File: src/hdl/fco_pkg.sv
// constants for the critical-limit override and off-margin block
// assumes an apb master on the register side and byte-wide temperature codes
package fco_pkg;

    localparam int unsigned NCH = 3;

    // register indices; byte address is four times the index
    localparam logic [7:0] REG_FLOOR_SEL = 8'h62;
    localparam logic [7:0] REG_CRIT_R1   = 8'h6A;
    localparam logic [7:0] REG_CRIT_LOC  = 8'h6B;
    localparam logic [7:0] REG_CRIT_R2   = 8'h6C;
    localparam logic [7:0] REG_MARGIN_A  = 8'h6D;
    localparam logic [7:0] REG_MARGIN_B  = 8'h6E;
    localparam logic [7:0] REG_START_R1  = 8'h70;
    localparam logic [7:0] REG_MIN_1     = 8'h73;
    localparam logic [7:0] REG_MAX_1     = 8'h76;
    localparam logic [7:0] REG_STATUS    = 8'h79;

    localparam int unsigned MARGIN_HI_LSB = 4;
    localparam int unsigned MARGIN_LO_LSB = 0;
    localparam int unsigned FLOOR_SEL_LSB = 5;
    localparam int unsigned STATUS_RUN_LSB = 4;

    localparam logic [7:0] CRIT_RST      = 8'hA4;
    localparam logic [3:0] MARGIN_RST    = 4'h4;
    localparam logic [2:0] FLOOR_SEL_RST = 3'h0;
    localparam logic [7:0] START_RST     = 8'h5A;
    localparam logic [7:0] MIN_RST       = 8'h40;
    localparam logic [7:0] MAX_RST       = 8'hFF;
    localparam logic [7:0] DUTY_FULL     = 8'hFF;
    localparam logic [7:0] DUTY_OFF      = 8'h00;

endpackage

File: src/hdl/fco_override.sv
// critical-limit override, off-margin on/off control and apb register file
// assumes temperatures and automatic duties arrive synchronous to core_clk
`timescale 1ns/1ns
module fco_override
    import fco_pkg::*;
(
    input  wire logic        core_clk,
    input  wire logic        resetn,
    input  wire logic        clk_en,
    input  wire logic        psel,
    input  wire logic        penable,
    input  wire logic        pwrite,
    input  wire logic [9:0]  paddr,
    input  wire logic [31:0] pwdata,
    output logic      [31:0] prdata,
    output logic             pready,
    output logic             pslverr,
    input  wire logic [7:0]  temp_remote1,
    input  wire logic [7:0]  temp_local,
    input  wire logic [7:0]  temp_remote2,
    input  wire logic [7:0]  auto_duty_1,
    input  wire logic [7:0]  auto_duty_2,
    input  wire logic [7:0]  auto_duty_3,
    output logic      [7:0]  fan_drive_1,
    output logic      [7:0]  fan_drive_2,
    output logic      [7:0]  fan_drive_3,
    output logic             critical_temp_signal
);

    // saturate so a margin wider than the limit never wraps round to a high release point
    function automatic logic [7:0] sat_sub(input logic [7:0] a, input logic [3:0] b);
        sat_sub = (a > {4'h0, b}) ? (a - {4'h0, b}) : 8'h00;
    endfunction

    function automatic logic [7:0] cap(input logic [7:0] a, input logic [7:0] lim);
        cap = (a > lim) ? lim : a;
    endfunction

    logic [7:0] temp_a  [NCH];
    logic [7:0] auto_a  [NCH];
    logic [7:0] crit_q  [NCH];
    logic [3:0] margin_q[NCH];
    logic [7:0] start_q [NCH];
    logic [7:0] min_q   [NCH];
    logic [7:0] max_q   [NCH];
    logic [7:0] duty_q  [NCH];
    logic [7:0] duty_d  [NCH];
    logic [7:0] crit_off[NCH];
    logic [7:0] run_off [NCH];
    logic [2:0] floor_sel_q;
    logic [2:0] ovr_q;
    logic [2:0] ovr_d;
    logic [2:0] run_q;
    logic [2:0] run_d;
    logic       any_ovr_d;
    logic [7:0] idx;
    logic       acc;
    logic       wr;
    logic       hit;

    assign temp_a[0] = temp_remote1;
    assign temp_a[1] = temp_local;
    assign temp_a[2] = temp_remote2;
    assign auto_a[0] = auto_duty_1;
    assign auto_a[1] = auto_duty_2;
    assign auto_a[2] = auto_duty_3;

    // a frozen block must not complete transfers, so ready follows the enable
    assign pready = clk_en;
    assign idx    = paddr[9:2];
    assign acc    = psel && penable && pready;
    assign wr     = acc && pwrite;

    always_comb begin
        hit = 1'b1;
        unique case (idx)
            REG_FLOOR_SEL, REG_CRIT_R1, REG_CRIT_LOC, REG_CRIT_R2,
            REG_MARGIN_A, REG_MARGIN_B, REG_STATUS : hit = 1'b1;
            default : begin
                hit = (idx >= REG_START_R1) && (idx < REG_STATUS);
            end
        endcase
    end

    assign pslverr = acc && !hit;

    // limits and margins
    always_ff @(posedge core_clk or negedge resetn) begin
        if (!resetn) begin
            for (int i = 0; i < NCH; i++) begin
                crit_q[i]   <= CRIT_RST;
                margin_q[i] <= MARGIN_RST;
            end
        end else if (clk_en && wr) begin
            if (idx == REG_CRIT_R1) crit_q[0] <= pwdata[7:0];
            if (idx == REG_CRIT_LOC) crit_q[1] <= pwdata[7:0];
            if (idx == REG_CRIT_R2) crit_q[2] <= pwdata[7:0];
            if (idx == REG_MARGIN_A) begin
                margin_q[0] <= pwdata[MARGIN_HI_LSB +: 4];
                margin_q[1] <= pwdata[MARGIN_LO_LSB +: 4];
            end
            if (idx == REG_MARGIN_B) margin_q[2] <= pwdata[MARGIN_HI_LSB +: 4];
        end
    end

    // fan-start, floor and ceiling configuration
    always_ff @(posedge core_clk or negedge resetn) begin
        if (!resetn) begin
            floor_sel_q <= FLOOR_SEL_RST;
            for (int i = 0; i < NCH; i++) begin
                start_q[i] <= START_RST;
                min_q[i]   <= MIN_RST;
                max_q[i]   <= MAX_RST;
            end
        end else if (clk_en && wr) begin
            if (idx == REG_FLOOR_SEL) floor_sel_q <= pwdata[FLOOR_SEL_LSB +: 3];
            for (int i = 0; i < NCH; i++) begin
                if (idx == REG_START_R1 + 8'(i)) start_q[i] <= pwdata[7:0];
                if (idx == REG_MIN_1 + 8'(i)) min_q[i] <= pwdata[7:0];
                if (idx == REG_MAX_1 + 8'(i)) max_q[i] <= pwdata[7:0];
            end
        end
    end

    always_comb begin
        prdata = 32'h0000_0000;
        unique case (idx)
            REG_FLOOR_SEL : prdata[FLOOR_SEL_LSB +: 3] = floor_sel_q;
            REG_CRIT_R1   : prdata[7:0] = crit_q[0];
            REG_CRIT_LOC  : prdata[7:0] = crit_q[1];
            REG_CRIT_R2   : prdata[7:0] = crit_q[2];
            REG_MARGIN_A  : prdata[7:0] = {margin_q[0], margin_q[1]};
            REG_MARGIN_B  : prdata[MARGIN_HI_LSB +: 4] = margin_q[2];
            REG_STATUS    : begin
                prdata[STATUS_RUN_LSB +: 3] = run_q;
                prdata[2:0]                 = ovr_q;
            end
            default : begin
                for (int i = 0; i < NCH; i++) begin
                    if (idx == REG_START_R1 + 8'(i)) prdata[7:0] = start_q[i];
                    if (idx == REG_MIN_1 + 8'(i)) prdata[7:0] = min_q[i];
                    if (idx == REG_MAX_1 + 8'(i)) prdata[7:0] = max_q[i];
                end
            end
        endcase
    end

    // one margin per channel sets both release points; zero margin gives no gap
    always_comb begin
        for (int i = 0; i < NCH; i++) begin
            crit_off[i] = sat_sub(crit_q[i], margin_q[i]);
            run_off[i]  = sat_sub(start_q[i], margin_q[i]);
            ovr_d[i] = ovr_q[i];
            if (temp_a[i] > crit_q[i]) ovr_d[i] = 1'b1;
            else if (temp_a[i] < crit_off[i]) ovr_d[i] = 1'b0;
            run_d[i] = run_q[i];
            if (temp_a[i] > start_q[i]) run_d[i] = 1'b1;
            else if (temp_a[i] < run_off[i]) run_d[i] = 1'b0;
        end
    end

    assign any_ovr_d = |ovr_d;

    always_ff @(posedge core_clk or negedge resetn) begin
        if (!resetn) begin
            ovr_q <= 3'h0;
            run_q <= 3'h0;
        end else if (clk_en) begin
            ovr_q <= ovr_d;
            run_q <= run_d;
        end
    end

    // output n follows channel n; the override sits above every setting
    always_comb begin
        for (int i = 0; i < NCH; i++) begin
            if (any_ovr_d) begin
                duty_d[i] = DUTY_FULL;
            end else if (floor_sel_q[i]) begin
                // always-running output ignores the margin entirely
                duty_d[i] = (temp_a[i] > start_q[i]) ? cap(auto_a[i], max_q[i]) : min_q[i];
            end else if (run_d[i]) begin
                duty_d[i] = cap(auto_a[i], max_q[i]);
            end else begin
                duty_d[i] = DUTY_OFF;
            end
        end
    end

    always_ff @(posedge core_clk or negedge resetn) begin
        if (!resetn) begin
            for (int i = 0; i < NCH; i++) duty_q[i] <= DUTY_OFF;
            critical_temp_signal <= 1'b0;
        end else if (clk_en) begin
            for (int i = 0; i < NCH; i++) duty_q[i] <= duty_d[i];
            critical_temp_signal <= any_ovr_d;
        end
    end

    assign fan_drive_1 = duty_q[0];
    assign fan_drive_2 = duty_q[1];
    assign fan_drive_3 = duty_q[2];

    logic all_full;
    assign all_full = (fan_drive_1 == DUTY_FULL) && (fan_drive_2 == DUTY_FULL) && (fan_drive_3 == DUTY_FULL);

    // per-channel checks; they watch the temperature and duty inputs as well as state that this block registers
    for (genvar g = 0; g < NCH; g++) begin : g_chk
        property p_ovr_full;
            @(posedge core_clk) disable iff (!resetn)
            (clk_en && temp_a[g] > crit_q[g]) |=> (all_full && critical_temp_signal);
        endproperty
        a_ovr_full: assert property (p_ovr_full) else $error("override did not force full duty");

        property p_ovr_hold;
            @(posedge core_clk) disable iff (!resetn)
            (clk_en && ovr_q[g] && temp_a[g] >= crit_off[g]) |=> (ovr_q[g] && all_full);
        endproperty
        a_ovr_hold: assert property (p_ovr_hold) else $error("override released above release point");

        property p_ovr_release;
            @(posedge core_clk) disable iff (!resetn)
            (clk_en && temp_a[g] < crit_off[g]) |=> !ovr_q[g];
        endproperty
        a_ovr_release: assert property (p_ovr_release) else $error("override not released below point");

        property p_zero_margin;
            @(posedge core_clk) disable iff (!resetn)
            (clk_en && margin_q[g] == 4'h0 && temp_a[g] < crit_q[g]) |=> !ovr_q[g];
        endproperty
        a_zero_margin: assert property (p_zero_margin) else $error("zero margin still holds override");

        property p_run_hold;
            @(posedge core_clk) disable iff (!resetn)
            (clk_en && run_q[g] && temp_a[g] >= run_off[g]) |=> run_q[g];
        endproperty
        a_run_hold: assert property (p_run_hold) else $error("fan stopped above turn-off point");

        property p_off;
            @(posedge core_clk) disable iff (!resetn)
            (clk_en && !any_ovr_d && !floor_sel_q[g] && temp_a[g] < run_off[g]) |=> duty_q[g] == DUTY_OFF;
        endproperty
        a_off: assert property (p_off) else $error("output not off below turn-off point");

        property p_floor;
            @(posedge core_clk) disable iff (!resetn)
            (clk_en && !any_ovr_d && floor_sel_q[g] && temp_a[g] <= start_q[g]) |=> duty_q[g] == $past(min_q[g]);
        endproperty
        a_floor: assert property (p_floor) else $error("always-running output left its floor");

        property p_cap;
            @(posedge core_clk) disable iff (!resetn)
            (clk_en && !any_ovr_d && !floor_sel_q[g]) |=> duty_q[g] <= $past(max_q[g]);
        endproperty
        a_cap: assert property (p_cap) else $error("duty exceeded ceiling below critical");

        property p_crit_rst;
            @(posedge core_clk) disable iff (!resetn)
            ($past(resetn) == 1'b0) |-> (crit_q[g] == CRIT_RST && margin_q[g] == MARGIN_RST);
        endproperty
        a_crit_rst: assert property (p_crit_rst) else $error("limit or margin reset value wrong");

        property p_ovr_flag;
            @(posedge core_clk) disable iff (!resetn)
            (clk_en && temp_a[g] > crit_q[g]) |=> ovr_q[g];
        endproperty
        a_ovr_flag: assert property (p_ovr_flag) else $error("channel override flag not set");

        property p_run_set;
            @(posedge core_clk) disable iff (!resetn)
            (clk_en && temp_a[g] > start_q[g]) |=> run_q[g];
        endproperty
        a_run_set: assert property (p_run_set) else $error("fan not started above fan-start");

        property p_run_clear;
            @(posedge core_clk) disable iff (!resetn)
            (clk_en && temp_a[g] < run_off[g]) |=> !run_q[g];
        endproperty
        a_run_clear: assert property (p_run_clear) else $error("fan ran below turn-off point");

        property p_follow;
            @(posedge core_clk) disable iff (!resetn)
            (clk_en && !any_ovr_d && temp_a[g] > start_q[g] && auto_a[g] <= max_q[g])
                |=> (duty_q[g] == $past(auto_a[g]));
        endproperty
        a_follow: assert property (p_follow) else $error("output did not follow automatic duty");

        property p_ceiling;
            @(posedge core_clk) disable iff (!resetn)
            (clk_en && !any_ovr_d && temp_a[g] > start_q[g] && auto_a[g] > max_q[g])
                |=> (duty_q[g] == $past(max_q[g]));
        endproperty
        a_ceiling: assert property (p_ceiling) else $error("duty not held at ceiling");

        property p_crit_write;
            @(posedge core_clk) disable iff (!resetn)
            (clk_en && wr && idx == REG_CRIT_R1 + 8'(g)) |=> (crit_q[g] == $past(pwdata[7:0]));
        endproperty
        a_crit_write: assert property (p_crit_write) else $error("critical limit write lost");

        // the enable must gate every update, flags included, or a frozen block drifts
        property p_freeze;
            @(posedge core_clk) disable iff (!resetn)
            !clk_en |=> ($stable(duty_q[g]) && $stable(ovr_q[g]) && $stable(run_q[g]) && $stable(crit_q[g]));
        endproperty
        a_freeze: assert property (p_freeze) else $error("state moved while clock enable low");
    end

    property p_or_all;
        @(posedge core_clk) disable iff (!resetn)
        (|ovr_q) |-> (all_full && critical_temp_signal);
    endproperty
    a_or_all: assert property (p_or_all) else $error("single channel override not on all outputs");

    property p_unmapped;
        @(posedge core_clk) disable iff (!resetn)
        (psel && penable && pready && !hit) |-> (pslverr && prdata == 32'h0000_0000);
    endproperty
    a_unmapped: assert property (p_unmapped) else $error("unmapped access not flagged");

    property p_no_ovr_quiet;
        @(posedge core_clk) disable iff (!resetn)
        !(|ovr_q) |-> !critical_temp_signal;
    endproperty
    a_no_ovr_quiet: assert property (p_no_ovr_quiet) else $error("critical signal without override");

    property p_margin_a_write;
        @(posedge core_clk) disable iff (!resetn)
        (clk_en && wr && idx == REG_MARGIN_A) |=> ({margin_q[0], margin_q[1]} == $past(pwdata[7:0]));
    endproperty
    a_margin_a_write: assert property (p_margin_a_write) else $error("margin a write lost");

    property p_margin_b_write;
        @(posedge core_clk) disable iff (!resetn)
        (clk_en && wr && idx == REG_MARGIN_B) |=> (margin_q[2] == $past(pwdata[MARGIN_HI_LSB +: 4]));
    endproperty
    a_margin_b_write: assert property (p_margin_b_write) else $error("margin b write lost");

    property p_floor_write;
        @(posedge core_clk) disable iff (!resetn)
        (clk_en && wr && idx == REG_FLOOR_SEL) |=> (floor_sel_q == $past(pwdata[FLOOR_SEL_LSB +: 3]));
    endproperty
    a_floor_write: assert property (p_floor_write) else $error("floor select write lost");

endmodule

File: config.mk
export PLATFORM = sky130hd
export DESIGN_NAME = fco_override
export DESIGN_NICKNAME = d
export VERILOG_FILES = /design/src/hdl/fco_pkg.sv /design/src/hdl/fco_override.sv
export SDC_FILE = /design/constraint.sdc
export NUM_CORES = 1
export LEC_CHECK = 0
export ABC_AREA = 0
export ABC_CLOCK_PERIOD_IN_PS = 5800
export BUFFER_PORTS_ARGS = -buffer_cell sky130_fd_sc_hd__clkbuf_2
export CORE_MARGIN = 2
export CORE_UTILIZATION = 46
export DETAILED_ROUTE_END_ITERATION = 7
export MAX_ROUTING_LAYER = met4
export PLACE_DENSITY = 0.66
export SLEW_MARGIN = 20
export SYNTH_ARGS = -nofsm -noshare
export SYNTH_HDL_FRONTEND = slang
export SYNTH_SLANG_ARGS = --single-unit
File: constraint.sdc
create_clock -name core_clk -period 5.8 [get_ports core_clk]
set_input_delay 1.45 -clock core_clk [delete_from_list [all_inputs] [get_ports core_clk]]
set_output_delay 1.45 -clock core_clk [all_outputs]
set_load 0.02 [all_outputs]
# Yosys cells after proc, flatten, opt, wreduce, memory -nomap -nowiden
# Cells that the tools add are included.
[classes] addsub=6 magnitude_cmp=23 eq_ne=16 n_mux=48 n_reduce_logical=26
[op_table] operator="$mux W8" count=30
[op_table] operator="$eq A8 B7 Y1 const B" count=16
[op_table] operator="$gt A8 B8 Y1" count=9
[op_table] operator="$gt A8 B4 Y1" count=6
[op_table] operator="$lt A8 B8 Y1" count=6
[op_table] operator="$sub A8 B4 Y8" count=6
[op_table] operator="$reduce_and A2 Y1" count=15
[op_table] operator="$pmux W3 S6" count=1
[op_table] operator="$pmux W1 S7" count=2
[op_table] operator="$pmux W2 S7" count=1
[op_table] operator="$mux W1" count=13
[op_table] operator="$ge A8 B7 Y1 const B" count=1
[op_table] operator="$lt A8 B7 Y1 const B" count=1
[op_table] operator="$reduce_or A7 Y1" count=1
[op_table] operator="$logic_and A1 B1 Y1" count=6
[op_table] operator="$reduce_or A3 Y1" count=2
[op_table] operator="$pmux W1 S5" count=1
[op_table] operator="$reduce_or A2 Y1" count=1
[op_table] operator="$logic_not A1 Y1" count=1
[totals] output_inout_bits=59 in_bits=96 regBits=142

# Depth between registers and ports, before layout
# Gate-level depths: netlist of run 1.
[depth] ltp_word=11 depth_mapped=16

# Worst setup path before layout of run 1
# Ideal clock, no wire load.
[synth_timing] path_kind="input-to-output" start="input port paddr[9]" end="output port prdata[1]" path_buffers=1 slack_ns=1.349 required_ns=4.350 stages=6 arrival_time_ns=3.001 cell_sequence="nand4b_1 -> buf_2 -> nor4b_1 -> a222oi_1 -> nand2_1 -> a211o_1"
[synth_between] elab_chain_len=11 word_cells_on_any_way=27 cone_classes="eq/ne: 16; mux: 10; reduce/logical: 1"
[synth_lines] item="start: declaration" line_no="fco_override.sv:13" source="input wire logic [9:0] paddr,"
[synth_lines] item="$eq A8 B7 Y1" line_no="fco_override.sv:140" source="if (idx == REG_START_R1 + 8'(i)) prdata[7:0] = start_q[i];"
[synth_lines] item="$mux W8" line_no="fco_override.sv:140"
[synth_lines] item="$mux W8" line_no="fco_override.sv:141" source="if (idx == REG_MIN_1 + 8'(i)) prdata[7:0] = min_q[i];"
[synth_lines] item="$mux W8" line_no="fco_override.sv:142" source="if (idx == REG_MAX_1 + 8'(i)) prdata[7:0] = max_q[i];"
[synth_lines] item="$mux W8" line_no="fco_override.sv:140"
[synth_lines] item="$mux W8" line_no="fco_override.sv:141"
[synth_lines] item="$mux W8" line_no="fco_override.sv:142"
[synth_lines] item="$mux W8" line_no="fco_override.sv:140"
[synth_lines] item="$mux W8" line_no="fco_override.sv:141"
[synth_lines] item="$mux W8" line_no="fco_override.sv:142"
[synth_lines] item="$pmux W3 S6 *" line_no="fco_override.sv:127" source="unique case (idx)"
[synth_lines] item="end: declaration" line_no="fco_override.sv:15" source="output logic [31:0] prdata,"
# Every way passes the cells marked *; elsewhere a longest branch is shown, timed or not.

# Final worst setup path of run 1
[layout_timing] start="input port paddr[9]" end="output port prdata[3]"
[layout_between] elab_chain_len=11 word_cells_on_any_way=27 cone_classes="eq/ne: 16; mux: 10; reduce/logical: 1"
[layout_lines] item="$eq A8 B7 Y1" line_no="fco_override.sv:140"
[layout_lines] item="$mux W8" line_no="fco_override.sv:140"
[layout_lines] item="$mux W8" line_no="fco_override.sv:141"
[layout_lines] item="$mux W8" line_no="fco_override.sv:142"
[layout_lines] item="$mux W8" line_no="fco_override.sv:140"
[layout_lines] item="$mux W8" line_no="fco_override.sv:141"
[layout_lines] item="$mux W8" line_no="fco_override.sv:142"
[layout_lines] item="$mux W8" line_no="fco_override.sv:140"
[layout_lines] item="$mux W8" line_no="fco_override.sv:141"
[layout_lines] item="$mux W8" line_no="fco_override.sv:142"
[layout_lines] item="$pmux W1 S5 *" line_no="fco_override.sv:127"
# Marked as above.

==> key figures, run 1 <==
Status
  – Outcome: finished, final reports clean

Die
  – FP Rows: 59
  – DIE AREA: 27600 µm²
  – Top Ports: 155
  – Starting Density: 46.7%
  – Chip Height: 166 µm
  – Die X-Extent: 166 µm
  – Core area: 25900 µm²

Timing
  – Worst Tran Pin Value: 1.03 ns
  – Fmax: 0.193 GHz
  – Final worst-path cycle share: 89.2%
  – Setup TNS Final: 0 ns
  – Final hold slack: 0.497 ns
  – Setup Viol. Count Final: 0
  – RSZ-0062 raised after global routing: false
  – Final hold violation count: 0
  – Slew margin rel.: 30.9%
  – Skew final: 0.0102 ns
  – Max Slew Vio Count: 0
  – Fin crit period: 5.17 ns

Power
  – Worst vdd ir: 0.177 mV
  – Post-route total power: 0.00253 W
  – Leak: 6.03 nW
  – Cell Pwr Density: 189 nW/µm²

CTS
  – Clock sink count: 142
  – CTS H-Tree Depth: 4
  – CTS root buffer: clkbuf_16
  – Num CTS Buffers: 17
  – Setup Buffers After CTS: 0
  – CTS Buffer Depth: 2
  – Reg clk slew, reported paths: 0.06 ns
  – TritonCTS clock tree: yes
  – Latest clock arrival within the worst-skew pair: 0.44 ns
  – Hold buffer count at CTS: 0
  – Post-CTS Resized: 0

Cells and area
  – Area Overhead vs Synth: 10.6%
  – Final Net Count: 1658
  – Layout cell share with drive strength beyond 1: 23.3%
  – Fin util: 51.7%
  – Fin area: 13400 µm²

Drt
  – DR pass1 iterations: 8
  – Vias per cell: 6.13
  – Wire per inst: 21.7 µm
  – Final wirelength: 38300 µm
  – DRC: 0
  – ANT nets after route: 0
  – Routed vias: 10800
  – Starting DRC count in detailed routing: 1062

Job
  – Max Cap Viol: 0

Placement
  – DP HPWL: 29700 µm
  – IO Port Bufs: 104
  – Placed inst area: 12800 µm²
  – Placer Congestion: 0.955

Logic synthesis
  – Synth area leaders: dfrtp_1, ha_1, dfstp_2, mux2_2, nand2_1
  – Yosys reg bits: 142
  – Synth warn: 0
  – Post-synth EDFFs: 0
  – Async S/R FF share, synth: 100%
  – Synth Flop Type: dfrtp_1
  – Post-Syn Area: 12100 µm²
  – Netlist cell types: 84
  – Sequential area share after synthesis: 29.9%
  – Most frequent cell after synthesis: ha_1
  – Cell taking the most area after synthesis: dfrtp_1
  – Mapped Cells: 1339
  – Syn Area/Cell: 9.04 µm²
  – Post-synth top area share: 18.8%
  – Synth cell count leaders: ha_1, nand2_1, inv_1, dfrtp_1, nand3_1

Global routing
  – Initial antenna violation count: 1
  – First-pass GRT wire length: 59100 µm
  – Gr usage total: 28.2%
  – Number of global-route vias before repair: 10200
  – Largest net degree at the start of global routing: 104
  – Total gr overflow: 0

Worst setup path
  – Crit end category: primary output
  – Crit path max fanout: 10
  – WP data arrival: 3.72 ns
  – Worst EP required: 4.35 ns
  – Crit start category: input pin
  – Crit Path Class: input pin to primary output

Min path
  – Worst min path class: flop to flop
routing by layer:
layer	vias up	GRT usage, %	wire length [µm]	part of all wire, %
met5	-	-	0	0
met1	5286	38.7	17500	46
met3	46	4.05	2510	6.5
li1	5121	-	-	-
met4	0	6.54	575	1.5
met2	387	44.4	17700	46
power by group:
part	internal [W]	switching, W	total (W)
clock	0.000688	0.000447	0.00114
combinational	0.000128	0.000236	0.000364
sequential	0.00101	0.0000228	0.00103
per-stage QoR:
step	std cells	setup slack, ns
6_report	1767	0.628
5_1_grt	1766	0.506
4_1_cts	1766	0.717
3_5_place_dp	1734	0.709
3_3_place_gp	1734	0.713
2_1_floorplan	1362	1.35
flip-flops by register name (all words and copies together) (netlist names), 8 cells and up:
name,count
crit_q,24
fan_drive_1,8
fan_drive_2,8
fan_drive_3,8
margin_q,12
max_q,24
min_q,24
start_q,24
final cells by class:
type / instances / area, µm²
Multi-Input combinational cell: 1042 / 7760
Antenna cell: 1 / 2.50
Tap cell: 335 / 419
Timing Repair Buffer: 114 / 602
Fill cell: 2396 / 12500
Clock inverter: 13 / 165
Clock buffer: 19 / 443
Inverter: 101 / 379
Sequential cell: 142 / 3620
cells in the final DEF (no fill, tap or decap), drive strengths merged, types with 7 or more instances in the layout:
cell type	count
nand2	128
o21ai	62
nand4	25
inv	102
nor4	10
a21oi	48
o221ai	18
ha	138
o41ai	16
and3	14
dfstp	51
nor2b	13
mux2	76
a22oi	12
o21a	7
buf	11
o211ai	10
mux2i	8
clkbuf	122
or2	17
nand2b	24
conb	24
a31oi	11
a211oi	8
a21o	20
nand3	78
a222oi	19
xnor2	18
o2bb2ai	14
a211o	8
a31o	23
o22ai	10
nor3	22
and4	8
a221oi	7
dfrtp	91
and2	11
nor2	68
worst max-delay path, stage by stage:
cell and delay, ns:
clkbuf_2 0.08, nand4b_1 0.60, buf_4 0.40, nor4_4 0.43
a22o_1 0.22, a221oi_1 0.05, and3_1 0.19, nand3_1 0.12
clkbuf_2 0.19
logic make-up (layout without fill, tap and decap cells):
logic type	count (synthesis)	count (layout)	synth area share (%)
AND/OR/NAND/NOR	434	434	18.7
AO/OA/AOI/OAI	335	335	20.1
buffers and inverters	178	247	6.73
flip-flops	142	142	29.9
adder cells (fa/ha/maj)	144	144	15.3
other	1	25	0.0310
multiplexers	84	84	7.73
XOR/XNOR	21	21	1.52
worst paths after layout:
check,from,endpoint,slack [ns],depth (start not counted)
worst min-delay path,critical_temp_signal,critical_temp_signal,0.50,2
min in group asynchronous,resetn,run_q[1],1.12,1
worst max register to register,crit_q[0],fan_drive_3[7],1.52,16
worst min register to register,critical_temp_signal,critical_temp_signal,0.50,2
worst max-delay path,paddr[9],prdata[3],0.63,9
max in group asynchronous,resetn,max_q[19],3.55,2
Power figures use the tool's default switching activity.
==> run 2, diff against run 1 <==
Settings changed: CORE_UTILIZATION 46 to 41, PLACE_DENSITY 0.66 to 0.6.
==> key figures, run 2 (synthesis results as in run 1) <==
Status
  – Outcome: finished, final reports clean

Die
  – Core area: 28900 µm² (+11%)
  – DIE AREA: 30900 µm² (+12%)
  – Chip Height: 176 µm (+5.8%)
  – FP Rows: 62 (+5.1%)
  – Die X-Extent: 176 µm (+5.8%)
  – Top Ports: 155 (unchanged)
  – Starting Density: 41.9% (-4.8 points)

Drt
  – Starting DRC count in detailed routing: 1015 (-4.4%)
  – DR pass1 iterations: 6 (-2)
  – Wire per inst: 21.7 µm (about the same)
  – DRC: 0 (unchanged)
  – Routed vias: 10800 (-0.27%)
  – Vias per cell: 5.96 (-2.9%)
  – Final wirelength: 39400 µm (+2.7%)
  – ANT nets after route: 0 (unchanged)

Cells and area
  – Final Net Count: 1658 (unchanged)
  – Layout cell share with drive strength beyond 1: 23.4% (+0.070 points)
  – Fillers: 2826 (+18%)
  – Area Overhead vs Synth: 10.9%
  – Commonest non-fill, non-tap cell in the layout: ha_1
  – Antenna Cells: 0 (-1)
  – Most frequent cells in the layout: ha_1, nand2_1, clkbuf_2

Power
  – Worst vdd ir: 0.171 mV (-3.4%)
  – Cell Pwr Density: 185 nW/µm² (-2.4%)
  – Post-route total power: 0.00248 W (-2.1%)
  – Leak: 6.02 nW (-0.13%)

Timing
  – Setup Viol. Count Final: 0 (unchanged)
  – Slew margin rel.: 31.5% (+0.64 points)
  – Final worst-path cycle share: 90.3% (+1.1 points)
  – Max Slew Vio Count: 0 (unchanged)
  – Final hold slack: 0.493 ns (-0.00429 ns)
  – Worst Tran Pin Value: 1.02 ns (-0.00958 ns)
  – Final hold violation count: 0 (unchanged)
  – Fin crit period: 5.24 ns (+0.0635 ns)
  – Fmax: 0.191 GHz (-1.2%)
  – Setup TNS Final: 0 ns (unchanged)
  – Skew final: 0.0156 ns (+0.00542 ns)
  – RSZ-0062 raised after global routing: false

CTS
  – Reg clk slew, reported paths: 0.07 ns (about the same)
  – CTS H-Tree Depth: 4 (unchanged)
  – Post-CTS Resized: 0 (unchanged)
  – CTS root buffer: clkbuf_16
  – TritonCTS clock tree: yes
  – Latest clock arrival within the worst-skew pair: 0.44 ns (about the same)
  – Clock sink count: 142 (unchanged)
  – Setup Buffers After CTS: 0 (unchanged)
  – CTS Buffer Depth: 2 (unchanged)
  – Hold buffer count at CTS: 0 (unchanged)
  – Num CTS Buffers: 17 (unchanged)

Global routing
  – First-pass GRT wire length: 60800 µm (+2.9%)
  – Largest net degree at the start of global routing: 96 (-7.7%)
  – Total gr overflow: 0 (unchanged)
  – Initial antenna violation count: 0 (-1)
  – Gr usage total: 26.5% (-1.7 points)
  – Number of global-route vias before repair: 10300 (+1.3%)

Worst setup path
  – Reg2Reg Capture Point: fan_drive_3[7]
  – Setup crit end: prdata[3]
  – CP Launch Point: paddr[9]
  – Crit path max fanout: 10 (unchanged)
  – Register-to-register setup slack: 1.51 ns (about the same)
  – Crit start category: input pin
  – WP data arrival: 3.79 ns (+0.07 ns)
  – Crit Path Class: input pin to primary output
  – R2R depth: 16 (unchanged)
  – Worst EP required: 4.35 ns (about the same)
  – Reg2reg start: crit_q[0]
  – Crit end category: primary output

Placement
  – DP HPWL: 30700 µm (+3.5%)
  – IO Port Bufs: 104 (unchanged)
  – Placer Congestion: 0.948 (-0.72%)

Job
  – Max Cap Viol: 0 (unchanged)

Min path
  – Worst min path class: flop to flop
==> run 2: worst max-delay path, stage by stage <==
cell	delay, ns
clkbuf_2	0.08
nand4b_1	0.62
buf_4	0.40
nor4_4	0.44
a22o_1	0.21
a221oi_1	0.05
and3_1	0.20
nand3_1	0.13
clkbuf_2	0.19
==> run 2: cell type report <==
type                    count  area, µm²  share of cell area, %
multi-input cells        1042       7760                   57.8
flip-flops and latches    142       3620                   27.0
repair buffers            114        602                   4.48
well taps                 384        480                   3.58
clock buffers              19        453                   3.37
inverters                 101        379                   2.82
clock inverters            13        128                  0.951
==> run 2: power by group <==
group | internal [W] | switching [W] | leakage [nW]
clock network | 0.000621 | 0.000457 | 0.278
registers | 0.00101 | 0.0000234 | 1.58
logic | 0.000128 | 0.000239 | 4.17
total | 0.00176 | 0.000719 | 6.02
==> run 2: worst min path at each step <==
stage | from | end | slack (ns) | cells after the start
after floorplan | min_q[4] | fan_drive_3[4] | 0.48 | 2
after global placement | critical_temp_signal | critical_temp_signal | 0.48 | 2
after detailed placement | critical_temp_signal | critical_temp_signal | 0.49 | 2
after CTS | critical_temp_signal | critical_temp_signal | 0.50 | 2
after global routing | critical_temp_signal | critical_temp_signal | 0.55 | 2
final | critical_temp_signal | critical_temp_signal | 0.49 | 2
==> run 2: per-stage QoR <==
stage	utilization, %	std cells	area (µm²)	setup slack (ns)
after floorplan	-	1362	12200	1.35
after global placement	44.5	1783	12800	0.675
after detailed placement	44.5	1783	12800	0.638
after CTS	46.5	1815	13400	0.640
after global routing	46.5	1815	13400	0.495
final	46.5	1815	13400	0.565
==> run 2: layer usage <==
| metal | vias to the layer above | GRT usage (%) | part of all wire (%) |
|---|---|---|---|
| li1 | 5120 | - | - |
| met1 | 5295 | 35.2 | 45 |
| met2 | 342 | 41.3 | 46 |
| met3 | 54 | 4.31 | 5.7 |
| met4 | 0 | 8.71 | 2.8 |
| met5 | - | - | 0 |
